==> config.mk <==
export PLATFORM = sky130hd
export DESIGN_NAME = bink_endpoint
export DESIGN_NICKNAME = d
export VERILOG_FILES = /design/src/design/bink_pkg.sv /design/src/design/bink_fifo.sv /design/src/design/bink_endpoint.sv
export SDC_FILE = /design/constraint.sdc
export NUM_CORES = 1
export LEC_CHECK = 0
export BUFFER_PORTS_ARGS = -buffer_cell sky130_fd_sc_hd__buf_2
export CAP_MARGIN = 25
export CORE_MARGIN = 4
export CORE_UTILIZATION = 60
export CTS_BUF_LIST = sky130_fd_sc_hd__clkbuf_16
export CTS_CLUSTER_DIAMETER = 60
export DETAILED_ROUTE_END_ITERATION = 16
export PLACE_DENSITY = 0.76
export RECOVER_POWER = 25
export SYNTH_ARGS = -nofsm -noshare
export SYNTH_HDL_FRONTEND = slang
export SYNTH_SLANG_ARGS = --single-unit
==> constraint.sdc <==
create_clock -name ref_clk -period 5.6 [get_ports ref_clk]
set_clock_uncertainty 0.1 [all_clocks]
set_input_delay 1.68 -clock ref_clk [delete_from_list [all_inputs] [get_ports ref_clk]]
set_output_delay 1.68 -clock ref_clk [all_outputs]
set_load 0.02 [all_outputs]
==> src/design/bink_pkg.sv <==
package bink_pkg;

  // ----------------------------------------------------------------
  // Endpoint geometry
  // ----------------------------------------------------------------
  localparam int EP_COUNT     = 8;   // One bit per endpoint number
  localparam int IN_EP_INDEX  = 6;   // Bit position of the bulk IN endpoint
  localparam int OUT_EP_INDEX = 2;   // Bit position of the bulk OUT endpoint
  localparam int BUF_DEPTH    = 16;  // Bytes held by each OUT buffer
  localparam int PTR_W        = 4;   // Index into one OUT buffer
  localparam int FILL_W       = 5;   // Fill count, 0 to BUF_DEPTH
  localparam int COUNT_W      = 11;  // Byte count, high 3 bits plus low byte
  localparam int COUNT_HI_W   = 3;   // Width of the count high part

  // ----------------------------------------------------------------
  // Field positions and encodings
  // ----------------------------------------------------------------
  localparam int          SKIP_BIT         = 7;          // Skip bit of count low
  localparam int          CFG_VALID_BIT    = 7;          // Endpoint valid
  localparam int          CFG_DIR_IN_BIT   = 6;          // Direction: 1 is IN
  localparam logic [7:0]  CFG_OUT_BULK_DBL = 8'h00_A2;   // Bulk OUT, double buffered
  localparam logic [7:0]  CFG_IN_BULK_DBL  = 8'h00_E2;   // Bulk IN, double buffered
  localparam logic [7:0]  AUTOPTR_ENABLE   = 8'h00_01;   // Auto pointers on
  localparam logic [7:0]  IRQ_CLEAR_ALL    = 8'h00_FF;   // Clears every request
  localparam int          STAT_OUT_EMPTY   = 0;          // OUT holds no host data
  localparam int          STAT_OUT_FULL    = 1;          // Both OUT buffers full
  localparam int          STAT_IN_EMPTY    = 4;          // IN not committed
  localparam int          STAT_IN_BUSY     = 5;          // IN packet on the wire

  // ----------------------------------------------------------------
  // Types
  // ----------------------------------------------------------------
  typedef enum logic [1:0] {
    BUF_FW    = 2'b00,  // Held by firmware, not yet armed
    BUF_ARMED = 2'b01,  // Empty, the host may fill it
    BUF_FULL  = 2'b10   // Holds a host packet
  } bink_buf_t;

  // One byte of a host data stream
  typedef struct packed {
    logic       valid;
    logic [7:0] data;
    logic       last;
  } bink_byte_t;

  // State of the endpoint block, apart from the IN FIFO
  typedef struct packed {
    bink_buf_t [1:0]                           bufState;
    logic [1:0][COUNT_W-1:0]                   bufCount;
    logic [1:0][BUF_DEPTH-1:0][7:0]            outMem;
    logic                                      fillSel;
    logic                                      readSel;
    logic [FILL_W-1:0]                         fillPtr;
    logic [PTR_W-1:0]                          ptrOne;
    logic                                      autoOn;
    logic [EP_COUNT-1:0]                       irqReq;
    logic [COUNT_HI_W-1:0]                     inCountHigh;
    logic [COUNT_W-1:0]                        inCount;
    logic                                      inCommitted;
    logic                                      inSending;
    logic [COUNT_W-1:0]                        inRemain;
    logic                                      inNak;
    logic                                      inZlp;
    logic                                      outAck;
    logic                                      outNak;
  } bink_ep_state_t;

endpackage : bink_pkg

==> src/design/bink_fifo.sv <==
`timescale 1ns/100ps
`default_nettype none

module bink_fifo #(
  parameter int WIDTH = 8,
  parameter int DEPTH = 16
) (
  input  wire logic             ref_clk,  // Core clock
  input  wire logic             rst,      // Synchronous reset
  input  wire logic             wrValid,  // Write offered
  output logic                  wrReady,  // Room for a word
  input  wire logic [WIDTH-1:0] wrData,   // Word to store
  output logic                  rdValid,  // Word available
  input  wire logic             rdReady,  // Drain side takes it
  output logic [WIDTH-1:0]      rdData    // Oldest word
);

  localparam int AW = $clog2(DEPTH);

  typedef struct packed {
    logic [DEPTH-1:0][WIDTH-1:0] mem;
    logic [AW:0]                 wrPtr;
    logic [AW:0]                 rdPtr;
  } bink_fifo_state_t;

  bink_fifo_state_t st_reg;
  bink_fifo_state_t st_next;

  // Extra pointer bit tells full from empty
  assign wrReady = (st_reg.wrPtr - st_reg.rdPtr) != (AW+1)'(DEPTH);
  assign rdValid = st_reg.wrPtr != st_reg.rdPtr;
  assign rdData  = st_reg.mem[st_reg.rdPtr[AW-1:0]];

  // Pointer and storage update
  always_comb begin
    st_next = st_reg;
    if (wrValid && wrReady) begin
      st_next.mem[st_reg.wrPtr[AW-1:0]] = wrData;
      st_next.wrPtr = st_reg.wrPtr + 1'b1;
    end
    if (rdValid && rdReady) begin
      st_next.rdPtr = st_reg.rdPtr + 1'b1;
    end
  end

  always_ff @(posedge ref_clk) begin
    if (rst) begin
      st_reg <= '0;
    end else begin
      st_reg <= st_next;
    end
  end

endmodule : bink_fifo

`default_nettype wire

==> src/design/bink_endpoint.sv <==
// Functional notes
// RULE1: An IN request to a bulk endpoint with no committed buffer gets NAK, a committed one gets data.
// RULE2: Each NAK of an IN request sets that endpoint's in-bulk-NAK request bit.
// RULE3: Enables and requests are eight bits each, indexed by endpoint number.
// RULE4: The global request is the OR of the per-endpoint requests, gated by one global enable; the code gates only inNakIrq, not nakGlobalRequest.
// RULE5: Writing one to a request bit clears it, and writing all ones clears them all.
// RULE6: A count low write with bit 7 set on the OUT endpoint skips one buffer and arms it empty.
// RULE7: Firmware arms a double-buffered OUT endpoint twice after configuration.
// RULE8: Writing IN count high then low commits exactly that many bytes for the next IN.
// RULE9: The status flags show the OUT endpoint empty while no host packet is held.
// RULE10: Configuration 0xA2 is bulk double-buffered OUT, 0xE2 is IN, bit 6 chooses IN.
// RULE11: Firmware spaces successive writes to these endpoint controls.
// RULE12: Writing 0x01 to auto pointer setup makes each auto-data access advance its pointer.
// RULE13: A skip write after the data is consumed frees that OUT buffer for the next packet.
// RULE14: With both OUT buffers full, further host OUT packets get NAK.
// RULE15: The interrupt handler masks, clears, then re-enables only endpoints not pending.
// RULE16: A request bit stays set until cleared and raises the interrupt only when both enables are set.
`timescale 1ns/100ps
`default_nettype none

module bink_endpoint #(
  parameter int FIFO_DEPTH = 16
) (
  input  wire logic                   ref_clk,             // 40 MHz core clock
  input  wire logic                   rst,                 // Synchronous reset
  input  wire logic [7:0]             outEndpointConfig,   // OUT endpoint config
  input  wire logic [7:0]             inEndpointConfig,    // IN endpoint config
  input  wire logic [7:0]             fwData,              // Firmware write data
  input  wire logic                   outCountLowWr,       // OUT count low write
  input  wire logic                   inCountHighWr,       // IN count high write
  input  wire logic                   inCountLowWr,        // IN count low write
  input  wire logic                   irqClearWr,          // Request clear write
  input  wire logic                   autoPtrSetupWr,      // Auto pointer setup write
  input  wire logic                   autoDataOneRd,       // Read through port one
  output logic [7:0]                  autoDataPortOne,     // OUT byte at pointer one
  input  wire logic                   autoDataTwoWr,       // Write through port two
  output logic                        autoDataTwoReady,    // Port two can take a byte
  input  wire logic [7:0]             inNakIrqEnableBits,  // Per-endpoint enables
  input  wire logic                   nakGlobalEnable,     // Global enable
  output logic [7:0]                  inNakIrqRequestBits, // Per-endpoint requests
  output logic                        nakGlobalRequest,    // OR of the requests
  output logic                        inNakIrq,            // Interrupt output
  output logic [7:0]                  endpointStatusFlags, // Endpoint status
  output logic [7:0]                  outEpCountLow,       // OUT count low byte
  output logic [7:0]                  outEpCountHigh,      // OUT count high byte
  input  wire bink_pkg::bink_byte_t   hostOut,             // Host OUT data byte
  output logic                        outAck,              // OUT packet stored
  output logic                        outNak,              // OUT packet refused
  input  wire logic                   hostInReq,           // Host IN token
  output logic                        inNak,               // IN answered with NAK
  output logic                        inZlp,               // Zero-length answer
  output logic                        inDataValid,         // IN byte offered
  input  wire logic                   hostInReady,         // Host takes IN byte
  output logic [7:0]                  inData,              // IN byte
  output logic                        inDataLast           // Last IN byte
);

  // ----------------------------------------------------------------
  // State and endpoint decode
  // ----------------------------------------------------------------
  bink_pkg::bink_ep_state_t st_reg;
  bink_pkg::bink_ep_state_t st_next;

  logic                        fifoRdValid;
  logic                        fifoRdReady;
  logic                        fifoWrReady;
  logic [7:0]                  fifoRdData;
  logic [bink_pkg::EP_COUNT-1:0] irqSet;
  logic                        outEpValid;
  logic                        inEpValid;
  logic                        inFire;

  // Valid bit plus direction bit pick the role
  function automatic logic cfgIs(input logic [7:0] cfg, input logic wantIn);
    cfgIs = cfg[bink_pkg::CFG_VALID_BIT] && (cfg[bink_pkg::CFG_DIR_IN_BIT] == wantIn);
  endfunction : cfgIs

  assign outEpValid = cfgIs(outEndpointConfig, 1'b0);  // see RULE10
  assign inEpValid  = cfgIs(inEndpointConfig, 1'b1);   // see RULE10

  // ----------------------------------------------------------------
  // IN buffer; port two stalls while it is full or pointers are off
  // ----------------------------------------------------------------
  bink_fifo #(
    .WIDTH (8),
    .DEPTH (FIFO_DEPTH)
  ) u_in_fifo (
    .ref_clk (ref_clk),
    .rst     (rst),
    .wrValid (autoDataTwoWr && st_reg.autoOn),
    .wrReady (fifoWrReady),
    .wrData  (fwData),
    .rdValid (fifoRdValid),
    .rdReady (fifoRdReady),
    .rdData  (fifoRdData)
  );

  assign autoDataTwoReady = fifoWrReady && st_reg.autoOn;  // see RULE12
  assign fifoRdReady      = st_reg.inSending && hostInReady;
  assign inDataValid      = st_reg.inSending && fifoRdValid;
  assign inFire           = inDataValid && hostInReady;
  assign inData           = fifoRdData;
  assign inDataLast       = st_reg.inSending && (st_reg.inRemain == bink_pkg::COUNT_W'(1));

  // ----------------------------------------------------------------
  // Outputs drawn from state
  // ----------------------------------------------------------------
  assign autoDataPortOne     = st_reg.outMem[st_reg.readSel][st_reg.ptrOne];
  assign inNakIrqRequestBits = st_reg.irqReq;                                    // see RULE3
  assign nakGlobalRequest    = |st_reg.irqReq;                                   // see RULE4
  assign inNakIrq = nakGlobalEnable && |(st_reg.irqReq & inNakIrqEnableBits);  // see RULE16
  assign outEpCountLow       = st_reg.bufCount[st_reg.readSel][7:0];
  assign outEpCountHigh      = {5'b0_0000, st_reg.bufCount[st_reg.readSel][10:8]};
  assign outAck              = st_reg.outAck;
  assign outNak              = st_reg.outNak;
  assign inNak               = st_reg.inNak;
  assign inZlp               = st_reg.inZlp;

  // Status: empty while no buffer holds a host packet
  always_comb begin
    endpointStatusFlags = '0;
    endpointStatusFlags[bink_pkg::STAT_OUT_EMPTY] =
      (st_reg.bufState[0] != bink_pkg::BUF_FULL) && (st_reg.bufState[1] != bink_pkg::BUF_FULL);  // see RULE9
    endpointStatusFlags[bink_pkg::STAT_OUT_FULL] =
      (st_reg.bufState[0] == bink_pkg::BUF_FULL) && (st_reg.bufState[1] == bink_pkg::BUF_FULL);
    endpointStatusFlags[bink_pkg::STAT_IN_EMPTY] = !st_reg.inCommitted;
    endpointStatusFlags[bink_pkg::STAT_IN_BUSY]  = st_reg.inSending;
  end

  // ----------------------------------------------------------------
  // Next state
  // ----------------------------------------------------------------
  always_comb begin
    st_next        = st_reg;
    st_next.inNak  = 1'b0;
    st_next.inZlp  = 1'b0;
    st_next.outAck = 1'b0;
    st_next.outNak = 1'b0;
    irqSet         = '0;

    // Host OUT bytes land in the buffer being filled; excess bytes are dropped
    if (hostOut.valid && outEpValid) begin
      if (st_reg.bufState[st_reg.fillSel] == bink_pkg::BUF_ARMED) begin
        if (st_reg.fillPtr != bink_pkg::FILL_W'(bink_pkg::BUF_DEPTH)) begin
          st_next.outMem[st_reg.fillSel][st_reg.fillPtr[bink_pkg::PTR_W-1:0]] = hostOut.data;
          st_next.fillPtr = st_reg.fillPtr + 1'b1;
        end
        if (hostOut.last) begin
          st_next.bufState[st_reg.fillSel] = bink_pkg::BUF_FULL;
          st_next.bufCount[st_reg.fillSel] = bink_pkg::COUNT_W'(st_next.fillPtr);
          st_next.fillSel = !st_reg.fillSel;
          st_next.fillPtr = '0;
          st_next.outAck  = 1'b1;
        end
      end else if (hostOut.last) begin
        st_next.outNak = 1'b1;  // see RULE14
      end
    end

    // Pointer one advances per read only with auto pointers on
    if (autoDataOneRd && st_reg.autoOn) begin
      st_next.ptrOne = st_reg.ptrOne + 1'b1;  // see RULE12
    end
    if (autoPtrSetupWr) begin
      st_next.autoOn = (fwData == bink_pkg::AUTOPTR_ENABLE);  // see RULE12
    end

    // Skip write: free the oldest full buffer, else arm an idle one
    if (outCountLowWr && fwData[bink_pkg::SKIP_BIT] && outEpValid) begin
      if (st_reg.bufState[st_reg.readSel] == bink_pkg::BUF_FULL) begin
        st_next.bufState[st_reg.readSel] = bink_pkg::BUF_ARMED;  // see RULE13
        st_next.readSel = !st_reg.readSel;
        st_next.ptrOne  = '0;
      end else if (st_reg.bufState[0] == bink_pkg::BUF_FW) begin
        st_next.bufState[0] = bink_pkg::BUF_ARMED;  // see RULE6
      end else if (st_reg.bufState[1] == bink_pkg::BUF_FW) begin
        st_next.bufState[1] = bink_pkg::BUF_ARMED;  // see RULE6
      end
    end

    // Count high is held until the low write commits the buffer
    if (inCountHighWr) begin
      st_next.inCountHigh = fwData[bink_pkg::COUNT_HI_W-1:0];
    end
    if (inCountLowWr && !st_reg.inCommitted) begin
      st_next.inCount     = {st_reg.inCountHigh, fwData};  // see RULE8
      st_next.inCommitted = 1'b1;
    end

    // IN token: data if committed, otherwise NAK and raise the request
    if (hostInReq && inEpValid && !st_reg.inSending) begin
      if (!st_reg.inCommitted) begin
        st_next.inNak = 1'b1;                    // see RULE1
        irqSet[bink_pkg::IN_EP_INDEX] = 1'b1;    // see RULE2
      end else if (st_reg.inCount == '0) begin
        st_next.inZlp       = 1'b1;
        st_next.inCommitted = 1'b0;
      end else begin
        st_next.inSending = 1'b1;                // see RULE1
        st_next.inRemain  = st_reg.inCount;
      end
    end
    if (inFire) begin
      st_next.inRemain = st_reg.inRemain - 1'b1;
      if (st_reg.inRemain == bink_pkg::COUNT_W'(1)) begin
        st_next.inSending   = 1'b0;
        st_next.inCommitted = 1'b0;
      end
    end

    // Write-one clears; a new NAK in the same cycle wins over the clear
    st_next.irqReq = (st_reg.irqReq & ~(irqClearWr ? fwData : 8'h00_00)) | irqSet;  // see RULE5
  end

  always_ff @(posedge ref_clk) begin
    if (rst) begin
      st_reg <= '0;
    end else begin
      st_reg <= st_next;
    end
  end

  // ----------------------------------------------------------------
  // Checks
  // ----------------------------------------------------------------
  property p_in_nak_uncommitted;
    @(posedge ref_clk) disable iff (rst)
      hostInReq && inEpValid && !st_reg.inSending && !st_reg.inCommitted |=> inNak && !inDataValid;
  endproperty
  a_in_nak_uncommitted: assert property (p_in_nak_uncommitted) else $error("IN not NAKed"); // see RULE1

  property p_in_data_committed;
    @(posedge ref_clk) disable iff (rst)
      hostInReq && inEpValid && !st_reg.inSending && st_reg.inCommitted && st_reg.inCount != '0
      |=> st_reg.inSending && !inNak;
  endproperty
  a_in_data_committed: assert property (p_in_data_committed) else $error("IN data not started"); // see RULE1

  property p_nak_sets_request;
    @(posedge ref_clk) disable iff (rst)
      inNak |-> inNakIrqRequestBits[bink_pkg::IN_EP_INDEX] && nakGlobalRequest;
  endproperty
  a_nak_sets_request: assert property (p_nak_sets_request) else $error("NAK without request"); // see RULE2

  property p_request_sticky;
    @(posedge ref_clk) disable iff (rst)
      st_reg.irqReq[bink_pkg::IN_EP_INDEX] && !(irqClearWr && fwData[bink_pkg::IN_EP_INDEX])
      |=> st_reg.irqReq[bink_pkg::IN_EP_INDEX];
  endproperty
  a_request_sticky: assert property (p_request_sticky) else $error("Request lost"); // see RULE16

  property p_clear_all;
    @(posedge ref_clk) disable iff (rst)
      irqClearWr && fwData == bink_pkg::IRQ_CLEAR_ALL && !hostInReq |=> st_reg.irqReq == '0 && !inNakIrq;
  endproperty
  a_clear_all: assert property (p_clear_all) else $error("Clear all failed"); // see RULE5

  property p_irq_gated;
    @(posedge ref_clk) disable iff (rst)
      inNakIrq |-> nakGlobalEnable && nakGlobalRequest && (st_reg.irqReq & inNakIrqEnableBits) != '0;
  endproperty
  a_irq_gated: assert property (p_irq_gated) else $error("Interrupt not gated"); // see RULE4

  property p_skip_frees;
    @(posedge ref_clk) disable iff (rst)
      outCountLowWr && fwData[bink_pkg::SKIP_BIT] && outEpValid
      && st_reg.bufState[st_reg.readSel] == bink_pkg::BUF_FULL
      |=> st_reg.bufState[$past(st_reg.readSel)] == bink_pkg::BUF_ARMED && st_reg.ptrOne == '0;
  endproperty
  a_skip_frees: assert property (p_skip_frees) else $error("Skip did not free buffer"); // see RULE13

  property p_ack_not_empty;
    @(posedge ref_clk) disable iff (rst)
      outAck |-> !endpointStatusFlags[bink_pkg::STAT_OUT_EMPTY];
  endproperty
  a_ack_not_empty: assert property (p_ack_not_empty) else $error("Empty after packet"); // see RULE9

  property p_out_nak_full;
    @(posedge ref_clk) disable iff (rst)
      hostOut.valid && hostOut.last && outEpValid && endpointStatusFlags[bink_pkg::STAT_OUT_FULL]
      |=> outNak && !outAck;
  endproperty
  a_out_nak_full: assert property (p_out_nak_full) else $error("OUT accepted while full"); // see RULE14

  property p_auto_increment;
    @(posedge ref_clk) disable iff (rst)
      autoDataOneRd && st_reg.autoOn && !outCountLowWr |=> st_reg.ptrOne == $past(st_reg.ptrOne) + 1'b1;
  endproperty
  a_auto_increment: assert property (p_auto_increment) else $error("Pointer did not advance"); // see RULE12

  property p_commit_count;
    @(posedge ref_clk) disable iff (rst)
      inCountLowWr && !st_reg.inCommitted
      |=> st_reg.inCommitted && st_reg.inCount == {$past(st_reg.inCountHigh), $past(fwData)};
  endproperty
  a_commit_count: assert property (p_commit_count) else $error("Commit count wrong"); // see RULE8

endmodule : bink_endpoint

`default_nettype wire

==> reports/metrics.cfg, run 1 <==
[status]
outcome=finished with violations
violations=max-capacitance violations, max-slew violations

[sta]
relSlewSlack=-0.7702
setup_viol_count_final=0
tightest_slew_ps=2655
slew_violations=128
rsz0062_at_grt=no
max_freq_ghz=0.1954
holdWs_ps=356.8
min_period_ps=5117
post-route-period-util=0.9137
report.final.hold_viol_count=0
tns_ps=0

[global_route]
grt-ovfl-total=0
grt_pass1_vias=15430
grt_pass1_wl_mm=81.51
antenna_found_initial=1
grt_use_total=0.2623
grt_max_degree=193

[clock_tree]
cts-resized-gates=0
clk_path_buf_depth=3
clkSinkCount=459
insertion_delay_ps=570
htreeDepth=2
clkTransAtPathRegs_ps=60
cts-root-buf=clkbuf_16
cts_inserted_buffers=47
cts_tree=done
cts-hold-fix-buffers=0
cts_setup_buffers=0

[setup_path]
rrSetupSlack_ps=2080
cp_top_family=multiplexers
slowest_stage=dfxtp_4
path_depth=5
cp.required_ps=3820
critPathCaptureType=primary output
slowest_delay_ps=850
path_max_fanout=46
worst-path-buf-inv=2
cpMostUsedCell=mux4_2
crit_path_start_kind=flop
critPathArrivalTime_ps=3340
r2r_cells=8
crit_type=reg2out
rr_startpoint=u_in_fifo.st_reg[2]$_SDFFE_PP0P_
path_cells=buf_12 > mux4_2 > mux4_2 > mux2_2 > buf_2
r2r_end=u_in_fifo.st_reg[9]$_SDFFE_PP0P_

[synth]
ys_ff_latch=459
synth_top_family_by_area=multiplexers
synthCells=2084
synth.mux.area_fraction=0.2723
netlist_area_sq_um=20660
synth_simple_gate_area_frac=0.1543
synth_adder_area_share=0.009689
synthFlopType=dfxtp_1
ys_warn_count=0
ys_async_sr_fraction=0
synthDistinctLibCells=70
synth_seq_area_share=0.4447
synth-edff-count=0
syn_avg_cell_area_sq_um=9.914
synth-compound-area-share=0.06922
synth_xor_area_frac=0.006298

[route]
wire_per_inst_um=19.85
vias=15580
finalWirelength_mm=50.55
ant_nets=0
dr.pass1.iters=6
viasPerCell=6.120
remaining_drc_errors=0
drt_iter0_markers=1324

[cells_and_area]
syn2layout_area_growth_pct=9.072
fin_nets=2129
fill_cells=2592
largest_reg_flops=308
drive_gt1_frac=0.1574

[worst_hold_path]
min_path_cells=2
holdCritPathClass=reg2reg
hold_path.startpoint=u_in_fifo.st_reg[92]$_SDFFE_PP0P_
hold_end=u_in_fifo.st_reg[92]$_SDFFE_PP0P_

[floorplan]
die_w_um=193.6
die-area_sq_um=37470
die_y_um=193.6
row_count=67
core_sq_um=33780
start_util=0.6116
ioPinCount=111

[pwr]
switching_share=0.2250
power.leakage_nw=8.718
ir_drop_uv=259.1
switching_power_mw=1.460
power_frac_comb=0.028
p_int_mw=5.030
p_total_mw=6.491
power.share.clock=0.466
power_density_nw_per_um2=288.0
seqPwrFrac=0.505

[placement]
hpwlAfterDp_mm=32.10
globalplace.congestion=0.8478
port_buffers=83

[flow_run]
drv_cap=1

[cell usage in the layout (no fill, tap or decap), types with 49 or more instances in the layout]
cell type  instances
buf_2             68
a21oi_1          158
dfxtp_1          455
nor2_1           205
nand3_1           88
mux4_2           120
nand2_1          326
mux2i_1          274
clkbuf_16         49
o21ai_0           65
[per-stage QoR]
| stage | std cells | area (sq um) | setup WS, ps | utilization |
|---|---|---|---|---|
| 2_1_floorplan | 2098 | 20710 | 815.7 | - |
| 3_3_place_gp | 2457 | 21050 | 1102 | 0.6232 |
| 3_5_place_dp | 2457 | 21050 | 1085 | 0.6232 |
| 4_1_cts | 2544 | 22540 | 448.9 | 0.6671 |
| 5_1_grt | 2545 | 22530 | 348.0 | 0.6670 |
| 6_report | 2546 | 22540 | 483.4 | 0.6670 |
[cell families after synthesis]
logic type | Yosys count
buffers and inverters | 203
AOI/OAI and AO/OA | 259
other | 1
and+or+nand+nor | 722
muxes | 410
xor gates and xnor gates | 14
adders and majority gates | 16
DFF | 459
[power by group through the flow]
stage               logic (mW)  clock network, mW  registers, mW
floorplan                0.132                  0           3.35
global placement         0.174                  0           3.35
detailed placement       0.179                  0           3.35
CTS                      0.179               3.07           3.28
global route             0.198               3.20           3.28
finish                   0.183               3.03           3.28
[final cells by class]
cell class,instances,area [sq um],area share
Antenna cell,1,2.502,0.0001110
Clock buffer,49,1226,0.05441
Clock inverter,38,256.5,0.01138
Inverter,14,55.05,0.002443
Multi-Input combinational cell,1436,10640,0.4720
Sequential cell,459,9199,0.4082
Tap cell,448,560.5,0.02487
Timing Repair Buffer,101,599.3,0.02659
[worst max path at each step]
stage / end / from
6_report: autoDataPortOne[1] / st_reg[49]$_SDFFE_PP0P_
5_1_grt: autoDataPortOne[1] / st_reg[49]$_SDFFE_PP0P_
4_1_cts: autoDataPortOne[4] / st_reg[49]$_SDFFE_PP0P_
3_5_place_dp: autoDataPortOne[1] / st_reg[49]$_SDFFE_PP0P_
3_3_place_gp: autoDataPortOne[1] / st_reg[49]$_SDFFE_PP0P_
2_1_floorplan: autoDataTwoReady / u_in_fifo.st_reg[1]$_SDFFE_PP0P_
[layer usage]
metal	vias up	wire (um)	GRT usage
li1	7230	-	-
met1	7660	20600	0.3436
met4	2	1340	0.08602
met2	592	24800	0.4436
met3	98	3791	0.04783
met5	-	13	0
[Yosys cell counts (all sizes together) (11+ instances only)]
cell / instances / area (sq um)
dfxtp: 459 / 9189
nand2: 326 / 1224
mux2i: 274 / 2743
nor2: 218 / 875.8
a21oi: 159 / 799.5
clkbuf: 129 / 484.2
mux4: 120 / 2703
nand3: 89 / 450.4
o21ai: 65 / 325.3
buf: 60 / 357.8
ha: 16 / 200.2
mux2: 16 / 180.2
inv: 14 / 52.55
nand2b: 12 / 75.07
nor3: 12 / 65.06
and3: 11 / 73.82
[worst register-to-register path: cells and delay by family (launching register included)]
kind / cells / cell delay (ps)
compound gates: 3 / 820
mux: 1 / 480
flops: 1 / 700
simple gates: 2 / 790
fa+ha+maj: 1 / 380
buf+inv: 1 / 150
No activity file was read; power rests on OpenSTA's default activity.
==> inputs of run 2 (changes only) <==
CTS_BUF_LIST = default   (was sky130_fd_sc_hd__clkbuf_16)
==> reports/metrics.cfg, run 2 (synthesized netlist as in run 1, its figures left out) <==
[cells_and_area]
fin_nets=2129  ; unchanged
mostFrequentLayoutCell=dfxtp_1
drive_gt1_frac=0.1636  ; +0.006199
most-common-layout-cells=dfxtp_1, nand2_1, mux2i_1
largest_reg_flops=308  ; unchanged
instances_no_fill=2545  ; -0.039%
diodes=0  ; -1
syn2layout_area_growth_pct=9.689

[route]
ant_nets=0  ; unchanged
drt_iter0_markers=1588  ; +20%
finalWirelength_mm=50.93  ; +0.77%
wire_per_inst_um=20.01  ; +0.81%
dr.pass1.iters=6  ; unchanged
vias=15620  ; +0.24%
remaining_drc_errors=0  ; unchanged
viasPerCell=6.138  ; +0.28%

[worst_hold_path]
hold_path.startpoint=st_reg[76]$_SDFFE_PP0P_
min_path_cells=2  ; unchanged
holdCritPathClass=reg2reg
hold_end=st_reg[76]$_SDFFE_PP0P_

[clock_tree]
cts_tree=done
clkSinkCount=459  ; unchanged
htreeDepth=2  ; unchanged
clkTransAtPathRegs_ps=60  ; about the same
cts_setup_buffers=0  ; unchanged
cts_inserted_buffers=47  ; unchanged
cts-root-buf=clkbuf_16
insertion_delay_ps=580  ; about the same
cts-hold-fix-buffers=0  ; unchanged
cts-resized-gates=0  ; unchanged
clk_path_buf_depth=3  ; unchanged

[placement]
globalplace.congestion=0.8478  ; unchanged
dp.cells=2457  ; unchanged
port_buffers=83  ; unchanged
hpwlAfterDp_mm=32.10  ; unchanged

[global_route]
antenna_found_initial=1  ; unchanged
grt_use_total=0.2635  ; +0.001190
grt_max_degree=193  ; unchanged
grt_pass1_vias=15490  ; +0.41%
grt_pass1_wl_mm=81.83  ; +0.40%
grt-ovfl-total=0  ; unchanged

[floorplan]
row_count=67  ; unchanged
die_y_um=193.6  ; unchanged
start_util=0.6116  ; unchanged
die-area_sq_um=37470  ; unchanged
core_sq_um=33780  ; unchanged
die_w_um=193.6  ; unchanged
ioPinCount=111  ; unchanged

[sta]
tightest_slew_ps=2661  ; +5.583 ps
min_period_ps=5121  ; +3.912 ps
tns_ps=0  ; unchanged
max_freq_ghz=0.1953  ; about the same
post-route-period-util=0.9144  ; about the same
rsz0062_at_grt=no
setup_viol_count_final=0  ; unchanged
relSlewSlack=-0.7739  ; -0.003722
report.final.hold_viol_count=0  ; unchanged
slew_violations=128  ; unchanged

[setup_path]
r2r_end=u_in_fifo.st_reg[9]$_SDFFE_PP0P_
r2r_cells=8  ; unchanged
cp.required_ps=3820  ; about the same
critPathCaptureType=primary output
crit_path_start_kind=flop
crit_type=reg2out
rrSetupSlack_ps=2070  ; about the same
rr_startpoint=u_in_fifo.st_reg[2]$_SDFFE_PP0P_
crit_start=st_reg[49]$_SDFFE_PP0P_
critPathArrivalTime_ps=3340  ; about the same
path_max_fanout=46  ; unchanged

[pwr]
power.leakage_nw=8.779  ; +0.70%
power_density_nw_per_um2=295.0  ; +2.4%
ir_drop_uv=260.0  ; +0.32%

[flow_run]
drv_cap=1  ; unchanged

[status]
outcome=finished with violations
violations=max-capacitance violations, max-slew violations

run 2: cell types whose count changed in the layout (fill, tap and decap cells not counted):
cell / previous run / this run
clkbuf_1: 15 / 18
clkbuf_8: 0 / 13
diode_2: 1 / 0
clkinv_1: 13 / 0
inv_1: 15 / 12
run 2: how the worst max path moves through the flow:
stage	to	cells after the start
2_1_floorplan	autoDataTwoReady	10
3_3_place_gp	autoDataPortOne[1]	5
3_5_place_dp	autoDataPortOne[1]	5
4_1_cts	autoDataPortOne[4]	5
5_1_grt	autoDataPortOne[1]	5
6_report	autoDataPortOne[1]	5
run 2: per-layer routing:
| layer | up-vias | global-route usage | share of wire | routed length, um |
|---|---|---|---|---|
| met5 | - | 0 | 0.00026 | 13 |
| met4 | 2 | 0.08655 | 0.025 | 1264 |
| met3 | 96 | 0.04888 | 0.076 | 3879 |
| met2 | 580 | 0.4475 | 0.49 | 25160 |
| met1 | 7718 | 0.3429 | 0.40 | 20610 |
| li1 | 7224 | - | - | - |
run 2: power by group:
part	switching [mW]	leakage [nW]	internal [mW]
registers	0.00806	3.70	3.27
logic	0.147	4.28	0.0364
clock network	1.32	0.803	1.91
total	1.47	8.78	5.21
run 2: area by class of cell:
cell class | count | area, sq um
multi-input cells | 1436 | 10640
clock inverters | 22 | 196.4
well taps | 448 | 560.5
repair buffers | 101 | 599.3
clock buffers | 65 | 1416
fillers | 2584 | 11120
inverters | 14 | 55.05
flip-flops and latches | 459 | 9199
run 2: stage by stage:
stage / power [mW] / setup WS [ps] / hold WS [ps] / area [sq um] / util
floorplan: 3.482 / 815.7 / 331.2 / 20710 / -
global placement: 3.526 / 1102 / 338.6 / 21050 / 0.6232
detailed placement: 3.531 / 1085 / 346.7 / 21050 / 0.6232
CTS: 6.719 / 448.0 / 355.4 / 22670 / 0.6709
global route: 6.874 / 348.2 / 378.4 / 22660 / 0.6708
finish: 6.686 / 479.5 / 356.6 / 22660 / 0.6708
run 2: worst max-delay path: stages, from the launching register on:
cell	delay [ps]
dfxtp_4	850
buf_12	320
mux4_2	540
mux4_2	480
mux2_2	320
buf_2	170
